**src/hw/odt_pkg.sv**
```systemverilog
/*
  Constants for the on-chip debug trace register block: byte offsets, field
  positions, trigger mode codes and reset values.
  Assumes an 8-bit register port with a 4-bit byte index and one system clock.
*/
package odt_pkg;
  // ==========================================================================
  // Register byte offsets
  localparam int ADDR_W = 4;
  localparam logic [3:0] OFS_CA_HI = 4'h0;
  localparam logic [3:0] OFS_CA_LO = 4'h1;
  localparam logic [3:0] OFS_CB_HI = 4'h2;
  localparam logic [3:0] OFS_CB_LO = 4'h3;
  localparam logic [3:0] OFS_FIFO_HI = 4'h4;
  localparam logic [3:0] OFS_FIFO_LO = 4'h5;
  localparam logic [3:0] OFS_CTL = 4'h6;
  localparam logic [3:0] OFS_TRG = 4'h7;
  localparam logic [3:0] OFS_STS = 4'h8;
  localparam logic [3:0] OFS_FRC = 4'h9;
  // ==========================================================================
  // Control byte fields
  localparam int CTL_EN = 7;
  localparam int CTL_ARM = 6;
  localparam int CTL_TAG = 5;
  localparam int CTL_BRK = 4;
  localparam int CTL_DIR_A = 3;
  localparam int CTL_DIR_A_EN = 2;
  localparam int CTL_DIR_B = 1;
  localparam int CTL_DIR_B_EN = 0;
  // ==========================================================================
  // Trigger byte, status byte and force-reset fields
  localparam int TRG_SEL = 7;
  localparam int TRG_BEGIN = 6;
  localparam logic [7:0] TRG_WR_MASK = 8'hCF;
  localparam int STS_AF = 7;
  localparam int STS_BF = 6;
  localparam int STS_RUN = 5;
  localparam int FRC_BIT = 0;
  localparam logic [7:0] BYTE_ZERO = 8'h00;
  // ==========================================================================
  // Trigger mode codes
  localparam logic [3:0] MODE_A_ONLY = 4'h0;
  localparam logic [3:0] MODE_A_OR_B = 4'h1;
  localparam logic [3:0] MODE_A_THEN_B = 4'h2;
  localparam logic [3:0] MODE_EVT_B = 4'h3;
  localparam logic [3:0] MODE_A_THEN_EVT = 4'h4;
  localparam logic [3:0] MODE_A_AND_BD = 4'h5;
  localparam logic [3:0] MODE_A_NOT_BD = 4'h6;
  localparam logic [3:0] MODE_INSIDE = 4'h7;
  localparam logic [3:0] MODE_OUTSIDE = 4'h8;
  // ==========================================================================
  // Sizes
  localparam int FIFO_DEPTH = 8;
  localparam int WORD_W = 16;
endpackage : odt_pkg

```
**src/hw/odt_skid2.sv**
```systemverilog
/*
  Two-entry buffer with valid and ready on both sides; all outputs registered.
  Assumes one clock and an active-low asynchronous reset.
*/
`timescale 1ns/1ps
module odt_skid2 #(
  parameter int WIDTH = 8
) (
  // Clock and reset
  input wire logic sys_clk,
  input wire logic rst_b,
  // Filling side
  input wire logic in_valid,
  input wire logic [WIDTH-1:0] in_data,
  output logic in_ready,
  // Draining side
  output logic out_valid,
  output logic [WIDTH-1:0] out_data,
  input wire logic out_ready
);
  logic [1:0] cnt_r;
  logic [1:0] cnt_nxt;
  logic [1:0] cnt_after;
  logic [WIDTH-1:0] ent1_r;
  logic push;
  logic pop;

  // Handshakes and occupancy
  assign push = in_valid & in_ready;
  assign pop = out_valid & out_ready;
  assign cnt_after = cnt_r - {1'b0, pop};
  assign cnt_nxt = cnt_after + {1'b0, push};

  // Occupancy and registered flags; ready drops only when both entries hold
  always_ff @(posedge sys_clk or negedge rst_b) begin
    if (!rst_b) begin
      cnt_r <= 2'h0;
      out_valid <= 1'b0;
      in_ready <= 1'b1;
    end else begin
      cnt_r <= cnt_nxt;
      out_valid <= (cnt_nxt != 2'h0);
      in_ready <= (cnt_nxt != 2'h2);
    end
  end

  // Entry storage; head moves up on pop, new word lands behind survivors
  always_ff @(posedge sys_clk or negedge rst_b) begin
    if (!rst_b) begin
      out_data <= '0;
      ent1_r <= '0;
    end else begin
      if (pop) begin
        out_data <= ent1_r;
      end
      if (push) begin
        if (cnt_after == 2'h0) begin
          out_data <= in_data;
        end else begin
          ent1_r <= in_data;
        end
      end
    end
  end
endmodule : odt_skid2

```
**src/hw/odt_debug_regs.sv**
```systemverilog
/*
  Debug unit register file: comparators A and B, trace buffer ports, control,
  trigger, status and force-reset bytes, plus the capture and break logic.
  Assumes CPU bus monitor signals synchronous to sys_clk, and that the
  register port marks background-debug accesses with bus_bdc.
*/
`timescale 1ns/1ps
module odt_debug_regs #(
  parameter int DEPTH = odt_pkg::FIFO_DEPTH,
  parameter int CNT_W = 4
) (
  // Clock and reset
  input wire logic sys_clk,
  input wire logic rst_b,
  // Register port
  input wire logic bus_req,
  input wire logic bus_wr,
  input wire logic bus_bdc,
  input wire logic [odt_pkg::ADDR_W-1:0] bus_addr,
  input wire logic [7:0] bus_wdata,
  output logic bus_rdy,
  // Read answers
  output logic rsp_valid,
  output logic [7:0] rsp_data,
  input wire logic rsp_ready,
  // CPU bus monitor
  input wire logic cpu_valid,
  input wire logic cpu_rd,
  input wire logic cpu_opfetch,
  input wire logic cpu_cof,
  input wire logic [15:0] cpu_addr,
  input wire logic [7:0] cpu_data,
  input wire logic cpu_secure,
  // Requests to the core
  output logic mcu_reset_req,
  output logic brk_req,
  output logic brk_tag
);
  // ==========================================================================
  // Declarations
  logic [7:0] ca_hi_r, ca_lo_r, cb_hi_r, cb_lo_r;
  logic [7:0] ctl_r;
  logic [7:0] trg_r;
  logic arm_r, af_r, bf_r, seq_r, started_r;
  logic [CNT_W-1:0] cnt_r;
  logic [15:0] last_op_r;
  logic [odt_pkg::WORD_W-1:0] fifo_r [0:DEPTH-1];
  logic bus_take, rd_take, wr_take, wr_user;
  logic [7:0] rd_byte;
  logic [15:0] cmp_a, cmp_b;
  logic dir_a_ok, dir_b_ok, match_a, match_b, trig;
  logic evt_mode, begin_like, capture, cap_full, end_run;
  logic arm_start, arm_stop;
  logic [odt_pkg::WORD_W-1:0] cap_word;
  logic fl_read;
  logic [3:0] mode;

  // ==========================================================================
  // Register port decode
  assign bus_take = bus_req & bus_rdy;
  assign rd_take = bus_take & ~bus_wr;
  assign wr_take = bus_take & bus_wr;
  assign wr_user = wr_take & ~bus_bdc;
  assign fl_read = rd_take & (bus_addr == odt_pkg::OFS_FIFO_LO);
  assign mode = trg_r[3:0];

  // Read multiplexer; trace ports are read-only, unmapped indexes read zero
  always_comb begin
    rd_byte = odt_pkg::BYTE_ZERO;
    case (bus_addr)
      odt_pkg::OFS_CA_HI: rd_byte = ca_hi_r;
      odt_pkg::OFS_CA_LO: rd_byte = ca_lo_r;
      odt_pkg::OFS_CB_HI: rd_byte = cb_hi_r;
      odt_pkg::OFS_CB_LO: rd_byte = cb_lo_r;
      odt_pkg::OFS_FIFO_HI: rd_byte = evt_mode ? odt_pkg::BYTE_ZERO : fifo_r[0][15:8];
      odt_pkg::OFS_FIFO_LO: rd_byte = fifo_r[0][7:0];
      odt_pkg::OFS_CTL: rd_byte = ctl_r;
      odt_pkg::OFS_TRG: rd_byte = trg_r;
      odt_pkg::OFS_STS: rd_byte = {af_r, bf_r, arm_r, 1'b0, cnt_r[3:0]};
      odt_pkg::OFS_FRC: rd_byte = odt_pkg::BYTE_ZERO;
      default: rd_byte = odt_pkg::BYTE_ZERO;
    endcase
  end

  // Answer buffer; a stalled reader holds off further register requests
  odt_skid2 #(.WIDTH(8)) u_rsp_buf (
    .sys_clk(sys_clk),
    .rst_b(rst_b),
    .in_valid(rd_take),
    .in_data(rd_byte),
    .in_ready(bus_rdy),
    .out_valid(rsp_valid),
    .out_data(rsp_data),
    .out_ready(rsp_ready)
  );

  // ==========================================================================
  // Comparator bytes, locked while armed so a run sees stable targets
  always_ff @(posedge sys_clk or negedge rst_b) begin
    if (!rst_b) begin
      ca_hi_r <= odt_pkg::BYTE_ZERO;
      ca_lo_r <= odt_pkg::BYTE_ZERO;
      cb_hi_r <= odt_pkg::BYTE_ZERO;
      cb_lo_r <= odt_pkg::BYTE_ZERO;
    end else if (wr_take && !arm_r) begin
      case (bus_addr)
        odt_pkg::OFS_CA_HI: ca_hi_r <= bus_wdata;
        odt_pkg::OFS_CA_LO: ca_lo_r <= bus_wdata;
        odt_pkg::OFS_CB_HI: cb_hi_r <= bus_wdata;
        odt_pkg::OFS_CB_LO: cb_lo_r <= bus_wdata;
        default: ;
      endcase
    end
  end

  // Trigger byte; bits 5 and 4 always read zero
  always_ff @(posedge sys_clk or negedge rst_b) begin
    if (!rst_b) begin
      trg_r <= odt_pkg::BYTE_ZERO;
    end else if (wr_take && !arm_r && bus_addr == odt_pkg::OFS_TRG) begin
      trg_r <= bus_wdata & odt_pkg::TRG_WR_MASK;
    end
  end

  // ==========================================================================
  // Control byte and arm; a write that arms wins over a run end in that cycle
  assign arm_start = wr_take && bus_addr == odt_pkg::OFS_CTL && bus_wdata[odt_pkg::CTL_ARM]
                     && bus_wdata[odt_pkg::CTL_EN] && !cpu_secure;
  assign arm_stop = wr_take && bus_addr == odt_pkg::OFS_CTL && !arm_start;

  always_ff @(posedge sys_clk or negedge rst_b) begin
    if (!rst_b) begin
      ctl_r <= odt_pkg::BYTE_ZERO;
    end else if (wr_take && bus_addr == odt_pkg::OFS_CTL) begin
      ctl_r <= bus_wdata;
      ctl_r[odt_pkg::CTL_EN] <= bus_wdata[odt_pkg::CTL_EN] & ~cpu_secure;
      ctl_r[odt_pkg::CTL_ARM] <= arm_start;
    end else if (end_run) begin
      ctl_r[odt_pkg::CTL_ARM] <= 1'b0;
    end
  end

  // Armed flag mirrors the arm bit
  always_ff @(posedge sys_clk or negedge rst_b) begin
    if (!rst_b) begin
      arm_r <= 1'b0;
    end else if (arm_start) begin
      arm_r <= 1'b1;
    end else if (arm_stop || end_run) begin
      arm_r <= 1'b0;
    end
  end

  // ==========================================================================
  // Comparators and trigger evaluation
  assign cmp_a = {ca_hi_r, ca_lo_r};
  assign cmp_b = {cb_hi_r, cb_lo_r};
  assign dir_a_ok = !ctl_r[odt_pkg::CTL_DIR_A_EN] || (cpu_rd == ctl_r[odt_pkg::CTL_DIR_A]);
  assign dir_b_ok = !ctl_r[odt_pkg::CTL_DIR_B_EN] || (cpu_rd == ctl_r[odt_pkg::CTL_DIR_B]);
  assign match_a = cpu_valid && cpu_addr == cmp_a && dir_a_ok;
  assign match_b = cpu_valid && cpu_addr == cmp_b && dir_b_ok;
  assign evt_mode = (mode == odt_pkg::MODE_EVT_B) || (mode == odt_pkg::MODE_A_THEN_EVT);
  assign begin_like = evt_mode || trg_r[odt_pkg::TRG_BEGIN];

  // Trigger per mode; unused codes never fire
  always_comb begin
    trig = 1'b0;
    case (mode)
      odt_pkg::MODE_A_ONLY: trig = match_a;
      odt_pkg::MODE_A_OR_B: trig = match_a | match_b;
      odt_pkg::MODE_A_THEN_B: trig = seq_r & match_b;
      odt_pkg::MODE_EVT_B: trig = match_b;
      odt_pkg::MODE_A_THEN_EVT: trig = seq_r & match_b;
      odt_pkg::MODE_A_AND_BD: trig = match_a && cpu_data == cb_lo_r;
      odt_pkg::MODE_A_NOT_BD: trig = match_a && cpu_data != cb_lo_r;
      odt_pkg::MODE_INSIDE: trig = cpu_valid && cpu_addr >= cmp_a && cpu_addr <= cmp_b;
      odt_pkg::MODE_OUTSIDE: trig = cpu_valid && (cpu_addr < cmp_a || cpu_addr > cmp_b);
      default: trig = 1'b0;
    endcase
  end

  // Capture: event words on trigger, flow addresses after begin or before end
  always_comb begin
    capture = 1'b0;
    if (ctl_r[odt_pkg::CTL_EN] && arm_r) begin
      if (evt_mode) begin
        capture = trig;
      end else if (begin_like) begin
        capture = cpu_cof && (started_r || trig);
      end else begin
        capture = cpu_cof;
      end
    end
  end
  assign cap_word = evt_mode ? {odt_pkg::BYTE_ZERO, cpu_data} : cpu_addr;
  assign cap_full = capture && (cnt_r == CNT_W'(DEPTH - 1));
  assign end_run = arm_r && !arm_start && (begin_like ? cap_full : trig);

  // Sequence, begin and match flags, cleared at each arm
  always_ff @(posedge sys_clk or negedge rst_b) begin
    if (!rst_b) begin
      seq_r <= 1'b0;
      started_r <= 1'b0;
      af_r <= 1'b0;
      bf_r <= 1'b0;
    end else if (arm_start) begin
      seq_r <= 1'b0;
      started_r <= 1'b0;
      af_r <= 1'b0;
      bf_r <= 1'b0;
    end else if (arm_r) begin
      seq_r <= seq_r | match_a;
      started_r <= started_r | trig;
      af_r <= af_r | match_a;
      bf_r <= bf_r | match_b;
    end
  end

  // Valid-word count, held after the run and not touched by reads
  always_ff @(posedge sys_clk or negedge rst_b) begin
    if (!rst_b) begin
      cnt_r <= '0;
    end else if (arm_start) begin
      cnt_r <= '0;
    end else if (capture && cnt_r != CNT_W'(DEPTH)) begin
      cnt_r <= cnt_r + CNT_W'(1);
    end
  end

  // Latest opcode fetch address for profiling
  always_ff @(posedge sys_clk or negedge rst_b) begin
    if (!rst_b) begin
      last_op_r <= '0;
    end else if (cpu_valid && cpu_opfetch) begin
      last_op_r <= cpu_addr;
    end
  end

  // ==========================================================================
  // Trace buffer: shifts toward the head; tail takes captures or profile words.
  // Lower-port reads while armed are dropped to keep capture order intact.
  always_ff @(posedge sys_clk or negedge rst_b) begin
    if (!rst_b) begin
      for (int i = 0; i < DEPTH; i++) begin
        fifo_r[i] <= '0;
      end
    end else if (capture || (fl_read && !arm_r)) begin
      for (int i = 0; i < DEPTH - 1; i++) begin
        fifo_r[i] <= fifo_r[i+1];
      end
      fifo_r[DEPTH-1] <= capture ? cap_word : last_op_r;
    end
  end

  // ==========================================================================
  // Requests to the core
  always_ff @(posedge sys_clk or negedge rst_b) begin
    if (!rst_b) begin
      mcu_reset_req <= 1'b0;
    end else begin
      mcu_reset_req <= wr_take && bus_bdc && bus_addr == odt_pkg::OFS_FRC
                       && bus_wdata[odt_pkg::FRC_BIT];
    end
  end

  // Break at run end; type bit only matters while breaks are enabled
  always_ff @(posedge sys_clk or negedge rst_b) begin
    if (!rst_b) begin
      brk_req <= 1'b0;
      brk_tag <= 1'b0;
    end else begin
      brk_req <= end_run && ctl_r[odt_pkg::CTL_BRK];
      brk_tag <= end_run && ctl_r[odt_pkg::CTL_BRK] && ctl_r[odt_pkg::CTL_TAG];
    end
  end

  // ==========================================================================
  // Assertions
  // All sample on sys_clk and sleep while rst_b is low
  frc_reads_zero_a: assert property (@(posedge sys_clk) disable iff (!rst_b)
    (rd_take && bus_addr == odt_pkg::OFS_FRC && !rsp_valid) |=> (rsp_valid && rsp_data == odt_pkg::BYTE_ZERO))
    else $error("force-reset byte read non-zero");

  user_frc_ignored_a: assert property (@(posedge sys_clk) disable iff (!rst_b)
    (wr_user && bus_addr == odt_pkg::OFS_FRC) |=> !mcu_reset_req)
    else $error("user write caused reset");

  bdc_reset_a: assert property (@(posedge sys_clk) disable iff (!rst_b)
    (wr_take && bus_bdc && bus_addr == odt_pkg::OFS_FRC && bus_wdata[odt_pkg::FRC_BIT])
    |=> mcu_reset_req ##1 !mcu_reset_req)
    else $error("background reset not one pulse");

  cmp_locked_a: assert property (@(posedge sys_clk) disable iff (!rst_b)
    (wr_take && arm_r && bus_addr == odt_pkg::OFS_CA_HI) |=> $stable(ca_hi_r))
    else $error("comparator written while armed");

  cmp_write_a: assert property (@(posedge sys_clk) disable iff (!rst_b)
    (wr_take && !arm_r && bus_addr == odt_pkg::OFS_CB_LO) |=> cb_lo_r == $past(bus_wdata))
    else $error("comparator write lost");

  evt_hi_zero_a: assert property (@(posedge sys_clk) disable iff (!rst_b)
    (rd_take && evt_mode && bus_addr == odt_pkg::OFS_FIFO_HI && !rsp_valid) |=> rsp_data == odt_pkg::BYTE_ZERO)
    else $error("upper port non-zero in event mode");

  secure_enable_a: assert property (@(posedge sys_clk) disable iff (!rst_b)
    (wr_take && cpu_secure && bus_addr == odt_pkg::OFS_CTL) |=> !ctl_r[odt_pkg::CTL_EN] && !arm_r)
    else $error("enable set while secured");

  arm_sets_a: assert property (@(posedge sys_clk) disable iff (!rst_b)
    arm_start |=> arm_r && ctl_r[odt_pkg::CTL_ARM] && cnt_r == '0)
    else $error("arm write did not arm");

  armed_read_hold_a: assert property (@(posedge sys_clk) disable iff (!rst_b)
    (fl_read && arm_r && !capture) |=> $stable(fifo_r[0]))
    else $error("armed read advanced buffer");

  profile_store_a: assert property (@(posedge sys_clk) disable iff (!rst_b)
    (fl_read && !arm_r) |=> fifo_r[DEPTH-1] == $past(last_op_r))
    else $error("profile word not stored");

  run_end_a: assert property (@(posedge sys_clk) disable iff (!rst_b)
    end_run |=> !arm_r && (brk_req == $past(ctl_r[odt_pkg::CTL_BRK])))
    else $error("run end mishandled");

  count_hold_a: assert property (@(posedge sys_clk) disable iff (!rst_b)
    (!arm_r && !arm_start) |=> $stable(cnt_r))
    else $error("count changed while idle");

  brk_pulse_a: assert property (@(posedge sys_clk) disable iff (!rst_b)
    brk_req |=> !brk_req)
    else $error("break held too long");

  brk_type_a: assert property (@(posedge sys_clk) disable iff (!rst_b)
    brk_req |-> brk_tag == $past(ctl_r[odt_pkg::CTL_TAG]))
    else $error("break type wrong");

  run_end_arm_a: assert property (@(posedge sys_clk) disable iff (!rst_b)
    end_run |=> !ctl_r[odt_pkg::CTL_ARM])
    else $error("arm bit kept after run end");

  cnt_bound_a: assert property (@(posedge sys_clk) disable iff (!rst_b)
    cnt_r <= CNT_W'(DEPTH))
    else $error("count beyond depth");

  // Scenarios worth reaching
  run_done_c: cover property (@(posedge sys_clk) disable iff (!rst_b) arm_start ##[1:50] end_run);
  profile_read_c: cover property (@(posedge sys_clk) disable iff (!rst_b) fl_read && !arm_r);
  bdc_reset_c: cover property (@(posedge sys_clk) disable iff (!rst_b) mcu_reset_req);
  begin_brk_c: cover property (@(posedge sys_clk) disable iff (!rst_b) brk_req && begin_like && !evt_mode);
  evt_fill_c: cover property (@(posedge sys_clk) disable iff (!rst_b) cap_full && evt_mode);
endmodule : odt_debug_regs

```
**config.mk**
```make
export PLATFORM = sky130hd
export DESIGN_NAME = odt_debug_regs
export DESIGN_NICKNAME = d
export VERILOG_FILES = /design/src/hw/odt_pkg.sv /design/src/hw/odt_skid2.sv /design/src/hw/odt_debug_regs.sv
export SDC_FILE = /design/constraint.sdc
export NUM_CORES = 1
export LEC_CHECK = 0
export BUFFER_PORTS_ARGS = -buffer_cell sky130_fd_sc_hd__buf_4
export CELL_PAD_IN_SITES_DETAIL_PLACEMENT = 1
export CELL_PAD_IN_SITES_GLOBAL_PLACEMENT = 1
export CORE_ASPECT_RATIO = 0.6
export CORE_UTILIZATION = 50
export CTS_CLUSTER_DIAMETER = 120
export DETAILED_ROUTE_END_ITERATION = 8
export PLACE_DENSITY = 0.89
export SYNTH_ARGS = -nofsm -noshare
export SYNTH_HDL_FRONTEND = slang
export SYNTH_SLANG_ARGS = --single-unit
```
**constraint.sdc**
```tcl
create_clock -name sys_clk -period 3.6 [get_ports sys_clk]
set_clock_uncertainty 0.2 [all_clocks]
set_input_delay 0.72 -clock sys_clk [delete_from_list [all_inputs] [get_ports sys_clk]]
set_output_delay 0.72 -clock sys_clk [all_outputs]
set_load 0.005 [all_outputs]
```
## Word level (Yosys, flattened, before mapping)

Cells that the tools add are included.

| storage, ports and cells | value |
|---|---|
| memories | 0 |
| flip-flop bits (word level) | 222 |
| ROM bits | 0 |
| input bits | 47 |
| output and inout bits | 13 |
| memory bits (writable) | 0 |
| bits in latches | 0 |

| operators by class | value |
|---|---|
| magnitude comparators | 4 |
| div/mod/pow operators | 0 |
| multiply operators | 0 |
| multiplexer cells | 26 |
| add/subtract/negate cells | 3 |
| reduce and logical (&&, ||, !) cells | 56 |
| bitwise gates (word level) | 16 |
| equal/unequal tests | 26 |
| shifts and indexed selects | 0 |

Operator list:

| operator | count |
|---|---|
| 8-bit case mux with 9 select lines | 1 |
| 4-bit by 3-bit == test with 1-bit output, second input constant | 9 |
| 16-bit == test | 2 |
| 16-bit 2-to-1 mux | 2 |
| 8-bit 2-to-1 mux | 4 |
| 1-bit logical AND | 29 |
| 4-bit by 2-bit == test with 1-bit output, second input constant | 4 |
| 16-bit greater-or-equal comparator | 1 |
| 16-bit greater-than comparator | 1 |
| 16-bit less-or-equal comparator | 1 |
| 16-bit < comparator | 1 |
| 1-bit 2-to-1 mux | 16 |
| 4-bit == test, second input constant | 3 |
| 2-bit AND reduction | 5 |
| 2-bit nonzero test | 5 |
| 1-bit AND | 8 |
| 4-bit by 1-bit == test with 1-bit output, second input constant | 2 |
| 8-bit == test | 1 |
| 4-bit zero test | 2 |
| 1-bit logical OR | 8 |
| 4-bit 2-to-1 mux | 2 |
| 8-bit != test | 1 |
| 1-bit case mux with 8 select lines | 1 |
| 1-bit zero test | 5 |
| other kinds (10) | 17 |

## Depth between registers and ports, before layout

| logic depth | value |
|---|---|
| depth after elaboration | 16 |
| mapped depth | 12 |

## By module

A second synthesis with hierarchy kept.

| unflattened totals | value |
|---|---|
| cell total of the unflattened synthesis | 867 |
| area, all modules | 11033.1 um2 |

Modules (own cells, without submodules):

| module | area an instance (um2) | instances | cells each |
|---|---|---|---|
| odt_debug_regs | 10110.9 | 1 | 808 |
| odt_skid2 | 922.1 | 1 | 59 |

## Worst setup path before layout

No wires, ideal clock.

| timing path | value |
|---|---|
| path type | input -> register |
| start point | input port cpu_addr[14] |
| end point | register fifo_r[100] (netlist name) |
| arrival | 3.189 ns |
| library setup time | 0.127 ns |
| data required time | 3.273 ns |
| path slack | 0.083 ns |
| stages on the path | 11 |
| cells stage by stage | ha_1 > a21oi_1 > nand2_1 > a22o_1 > or4_1 > o22a_1 > a211o_1 > a21o_1 > buf_6 > buf_6 > mux2_1 |

| between the ends | value |
|---|---|
| word-level cells in the longest chain between the ends | 11 |

Ends and longest elaborated chain:

| element | RTL line | text |
|---|---|---|
| from (decl) | odt_debug_regs.sv:31 | `input wire logic [15:0] cpu_addr,` |
| parallel branches: the longest is 4 deep, another holds 16-bit < comparator | -- |  |
| 1-bit case mux with 8 select lines * | odt_debug_regs.sv:168 | `case (mode)` |
| 1-bit logical OR | odt_debug_regs.sv:189 | `capture = cpu_cof && (started_r \|\| trig);` |
| 1-bit logical AND | odt_debug_regs.sv:189 |  |
| 1-bit 2-to-1 mux | odt_debug_regs.sv:188 | `end else if (begin_like) begin` |
| 1-bit 2-to-1 mux * | odt_debug_regs.sv:186 | `if (evt_mode) begin` |
| 1-bit 2-to-1 mux * | odt_debug_regs.sv:185 | `if (ctl_r[odt_pkg::CTL_EN] && arm_r) begin` |
| 1-bit logical OR * | odt_debug_regs.sv:247 | `end else if (capture \|\| (fl_read && !arm_r)) begin` |
| to (signal, indexed assignment) | odt_debug_regs.sv:249 | `fifo_r[i] <= fifo_r[i+1];` |
| to (signal, indexed assignment) | odt_debug_regs.sv:251 | `fifo_r[DEPTH-1] <= capture ? cap_word : last_op_r;` |
| to (decl) | odt_debug_regs.sv:47 | `logic [odt_pkg::WORD_W-1:0] fifo_r [0:DEPTH-1];` |

Mark *: on every way between the ends.
A chain may end at the register's enable or synchronous reset.

## Final worst setup path

| timing path | value |
|---|---|
| start point | register cb_hi_r[2] |
| end point | register fifo_r[127] (netlist name) |

| between the ends | value |
|---|---|
| word-level cells in the longest chain between the ends | 11 |

Ends and longest elaborated chain:

| element | RTL line | text |
|---|---|---|
| from (decl) | odt_debug_regs.sv:41 | `logic [7:0] ca_hi_r, ca_lo_r, cb_hi_r, cb_lo_r;` |
| from (signal assigned) | odt_debug_regs.sv:103 | `cb_hi_r <= odt_pkg::BYTE_ZERO;` |
| from (signal assigned) | odt_debug_regs.sv:109 | `odt_pkg::OFS_CB_HI: cb_hi_r <= bus_wdata;` |
| parallel branches: the longest is 4 deep, another holds 16-bit greater-than comparator | -- |  |
| 1-bit case mux with 8 select lines * | odt_debug_regs.sv:168 |  |
| 1-bit logical OR | odt_debug_regs.sv:189 |  |
| 1-bit logical AND | odt_debug_regs.sv:189 |  |
| 1-bit 2-to-1 mux | odt_debug_regs.sv:188 |  |
| 1-bit 2-to-1 mux * | odt_debug_regs.sv:186 |  |
| 1-bit 2-to-1 mux * | odt_debug_regs.sv:185 |  |
| 1-bit logical OR * | odt_debug_regs.sv:247 |  |

Marks and branches as above.

==> results.tsv <==
metric	value	unit
status	finished with violations	
failed_checks	hold timing, setup timing	
cts-root-buf	clkbuf_16	
pwr-share-clk	31.1	%
detail_route.wl_per_cell	25.02	µm
grt_overflow_total	0	
wl	32.23	mm
dpl.cell_count	1237	
worst_pin_slew	0.9529	ns
grt_pass1_wl	49.59	mm
ys_async_sr_fraction	100.0	%
antenna_found_initial	0	
worstHoldPathType	in2async	
cp.buffers_inverters	2	
die_y	113.9	µm
final_cells	1288	
min_period	3.623	ns
seqPwrFrac	44.2	%
drive_gt1_share	23.15	%
fin_ws	-0.02262	ns
ir_worst_vdd	0.3617	mV
slowest_stage	dfrtp_1	
worst-path-stages	11	
synth_edf_count	0	
relSlewSlack	35.89	%
ys.flop_type	dfrtp_1	
crit_path_max_incr_delay	0.44	ns
dieArea	21490	µm²
syn_avg_cell_area	11.73	µm²
end_kind	flip-flop	
via_per_inst	6.056	
path_cells	inv_2, ha_1, nand4_1, nor3_2, a21boi_1, o31ai_1, o22a_1, a211o_1, a21o_4, clkbuf_16, mux2_1	
grt_pass1_vias	8434	
io_buffers	59	
startpoint	cb_hi_r[2]	
crit_fanout	19	
tritoncts	yes	
clockBufferDepth	3	
yosysSeqAreaShare	53.21	%
netlist_area	10440	µm²
switching_power	2.447	mW
worstPathArrival	3.80	ns
clk_pin_slew_worst_paths	0.06	ns
drtIter0Drc	583	
numClockSinks	222	
yosysWarnings	0	
synth_nets	973	
syn_inst	890	
synth_common_cells	221 x dfrtp_1, 92 x mux2_1, 90 x nand2_1, 59 x mux2_2, 53 x inv_1	
synth-seq-cells	222	
ios	60	
yosysTopAreaCell	dfrtp_1	
setup_viol	21	
place_hpwl	22.14	mm
floorplan.initialDensity	51.65	%
swShare	31.73	%
vias	7800	
utilization	61.36	%
die_w	188.6	µm
rr_worst_depth	11	
core	20220	µm²
powerDensity	621.7	nW/µm²
p_comb_share	24.7	%
drt-pass1-iter-count	5	
worst-setup-path-type	reg2reg	
period_share	100.6	%
r2r-end	fifo_r[127]	
slew_viol_final	0	
critPathTopFamily	compound AO/OA/AOI/OAI gates	
synth.distinct_cells	55	
nets	1083	
grt_use_total	30.50	%
post-synth-top-area-fraction	52.96	%
gp_congestion	0.9239	
numCtsBuffers	22	
setup_tns	-0.1962	ns
htree_levels	1	
crit_path_start_kind	flip-flop	
finalHoldWorstSlack	-0.01461	ns
fmax	276.0	MHz
max_cap_violations	0	
critPathRequiredTime	3.78	ns
post_dp_cell_area	11470	µm²
ctsHoldBuffers	0	
final_hold_viol_count	4	
final_area	12410	µm²
antenna_left	0	
clk-insertion-delay-late	0.51	ns
syn_to_final_growth	18.81	%
yosysMostFrequentCell	dfrtp_1	
n_antenna_cell	0	
synth.area.top_cells	dfrtp_1 53%, mux2_1 9.9%, mux2_2 6.4%	
internal-power	5.266	mW
drcViolationCount	0	
rrSetupSlack	-0.02	ns
rr_startpoint	cb_hi_r[2]	
num_rows	40	
grt_max_degree	79	
p_leak	6.298	nW
==> cells in the final DEF (no fill, tap or decap), drive strengths merged, types with 6 or more instances in the layout <==
cell type	count
nand3	13
nand4	13
xor2	11
o221ai	8
nor4	6
nor2	33
dfrtp	221
a21o	8
clkbuf	36
a21oi	37
buf	121
nand2	90
mux2i	31
inv	53
mux2	151
o21ai	49
a22oi	11
ha	36
nor2b	8
==> routing by layer <==
layer | wire length [µm] | up-vias | track usage, %
met2 | 14830 | 304 | 48.50
met4 | 987 | 0 | 9.301
met3 | 2698 | 84 | 8.615
li1 | - | 3393 | -
met1 | 13710 | 4019 | 40.83
met5 | 0 | - | 0
==> worst reg2reg max path, cell delays in order (launching register included) <==
cell and delay [ns]:
dfrtp_1 0.44, inv_2 0.08, ha_1 0.31, nand4_1 0.21, nor3_2 0.32, a21boi_1 0.31, o31ai_1 0.14, o22a_1 0.28
a211o_1 0.35, a21o_4 0.30, clkbuf_16 0.22, mux2_1 0.33
==> power groups by stage <==
| stage | clock, mW | sequential, mW | combinational, mW |
|---|---|---|---|
| 2_1_floorplan | 0 | 3.22 | 1.08 |
| 5_1_grt | 2.52 | 3.46 | 2.06 |
| 4_1_cts | 2.42 | 3.39 | 1.80 |
| 3_3_place_gp | 0 | 3.37 | 1.60 |
| 6_report | 2.39 | 3.41 | 1.91 |
| 3_5_place_dp | 0 | 3.42 | 1.73 |
==> cells by family (layout without fill, tap and decap cells) <==
| kind of cell | after synthesis | count (layout) | synth area share (%) |
|---|---|---|---|
| flops | 222 | 222 | 53.21 |
| compound gates | 153 | 154 | 9.274 |
| mux | 183 | 183 | 19.47 |
| fa+ha+maj | 36 | 36 | 4.313 |
| simple gates | 193 | 193 | 8.627 |
| xor+xnor | 12 | 12 | 1.006 |
| buf+inv | 91 | 215 | 4.098 |
==> timing repair <==
item / 4_1_cts / 5_1_grt
endpoints found under the setup margin: 4 / 126
gates resized for setup: 0 / 14
pin swaps: 1 / 11
setup buffers: 2 / 7
gates cloned: 0 / 3
==> worst max-delay path by stage <==
stage | end | slack [ns]
CTS | fifo_r[111] | 0.007
global route | fifo_r[127] | -0.09
finish | fifo_r[127] | -0.02
detailed placement | fifo_r[111] | -0.37
global placement | fifo_r[28] | -0.25
floorplan | fifo_r[100] | 0.08
==> area by class of cell <==
| cell class | instances | area [µm²] |
|---|---|---|
| fill | 2089 | 7812 |
| sequential | 222 | 5557 |
| multi-input combinational | 578 | 4518 |
| timing repair buffer | 123 | 1040 |
| clock buffer | 34 | 676.9 |
| tap | 273 | 341.6 |
| inverter | 53 | 198.9 |
| clock inverter | 5 | 75.07 |
==> flip-flops by register name, summed over array words and instances (netlist names), 4 cells and up <==
name	count
ctl_r	8
fifo_r	128
cb_lo_r	8
last_op_r	16
cb_hi_r	8
u_rsp_buf.out_data	8
trg_r	6
cnt_r	4
ca_hi_r	8
ca_lo_r	8
u_rsp_buf.ent1_r	8
==> per-stage QoR <==
step,power (mW),worst slack (ns)
after floorplan,4.309,0.08309
after global placement,4.971,-0.2461
after detailed placement,5.152,-0.3719
after CTS,7.608,0.006688
after global routing,8.043,-0.09088
final,7.713,-0.02262
Power figures use the tool's default switching activity.
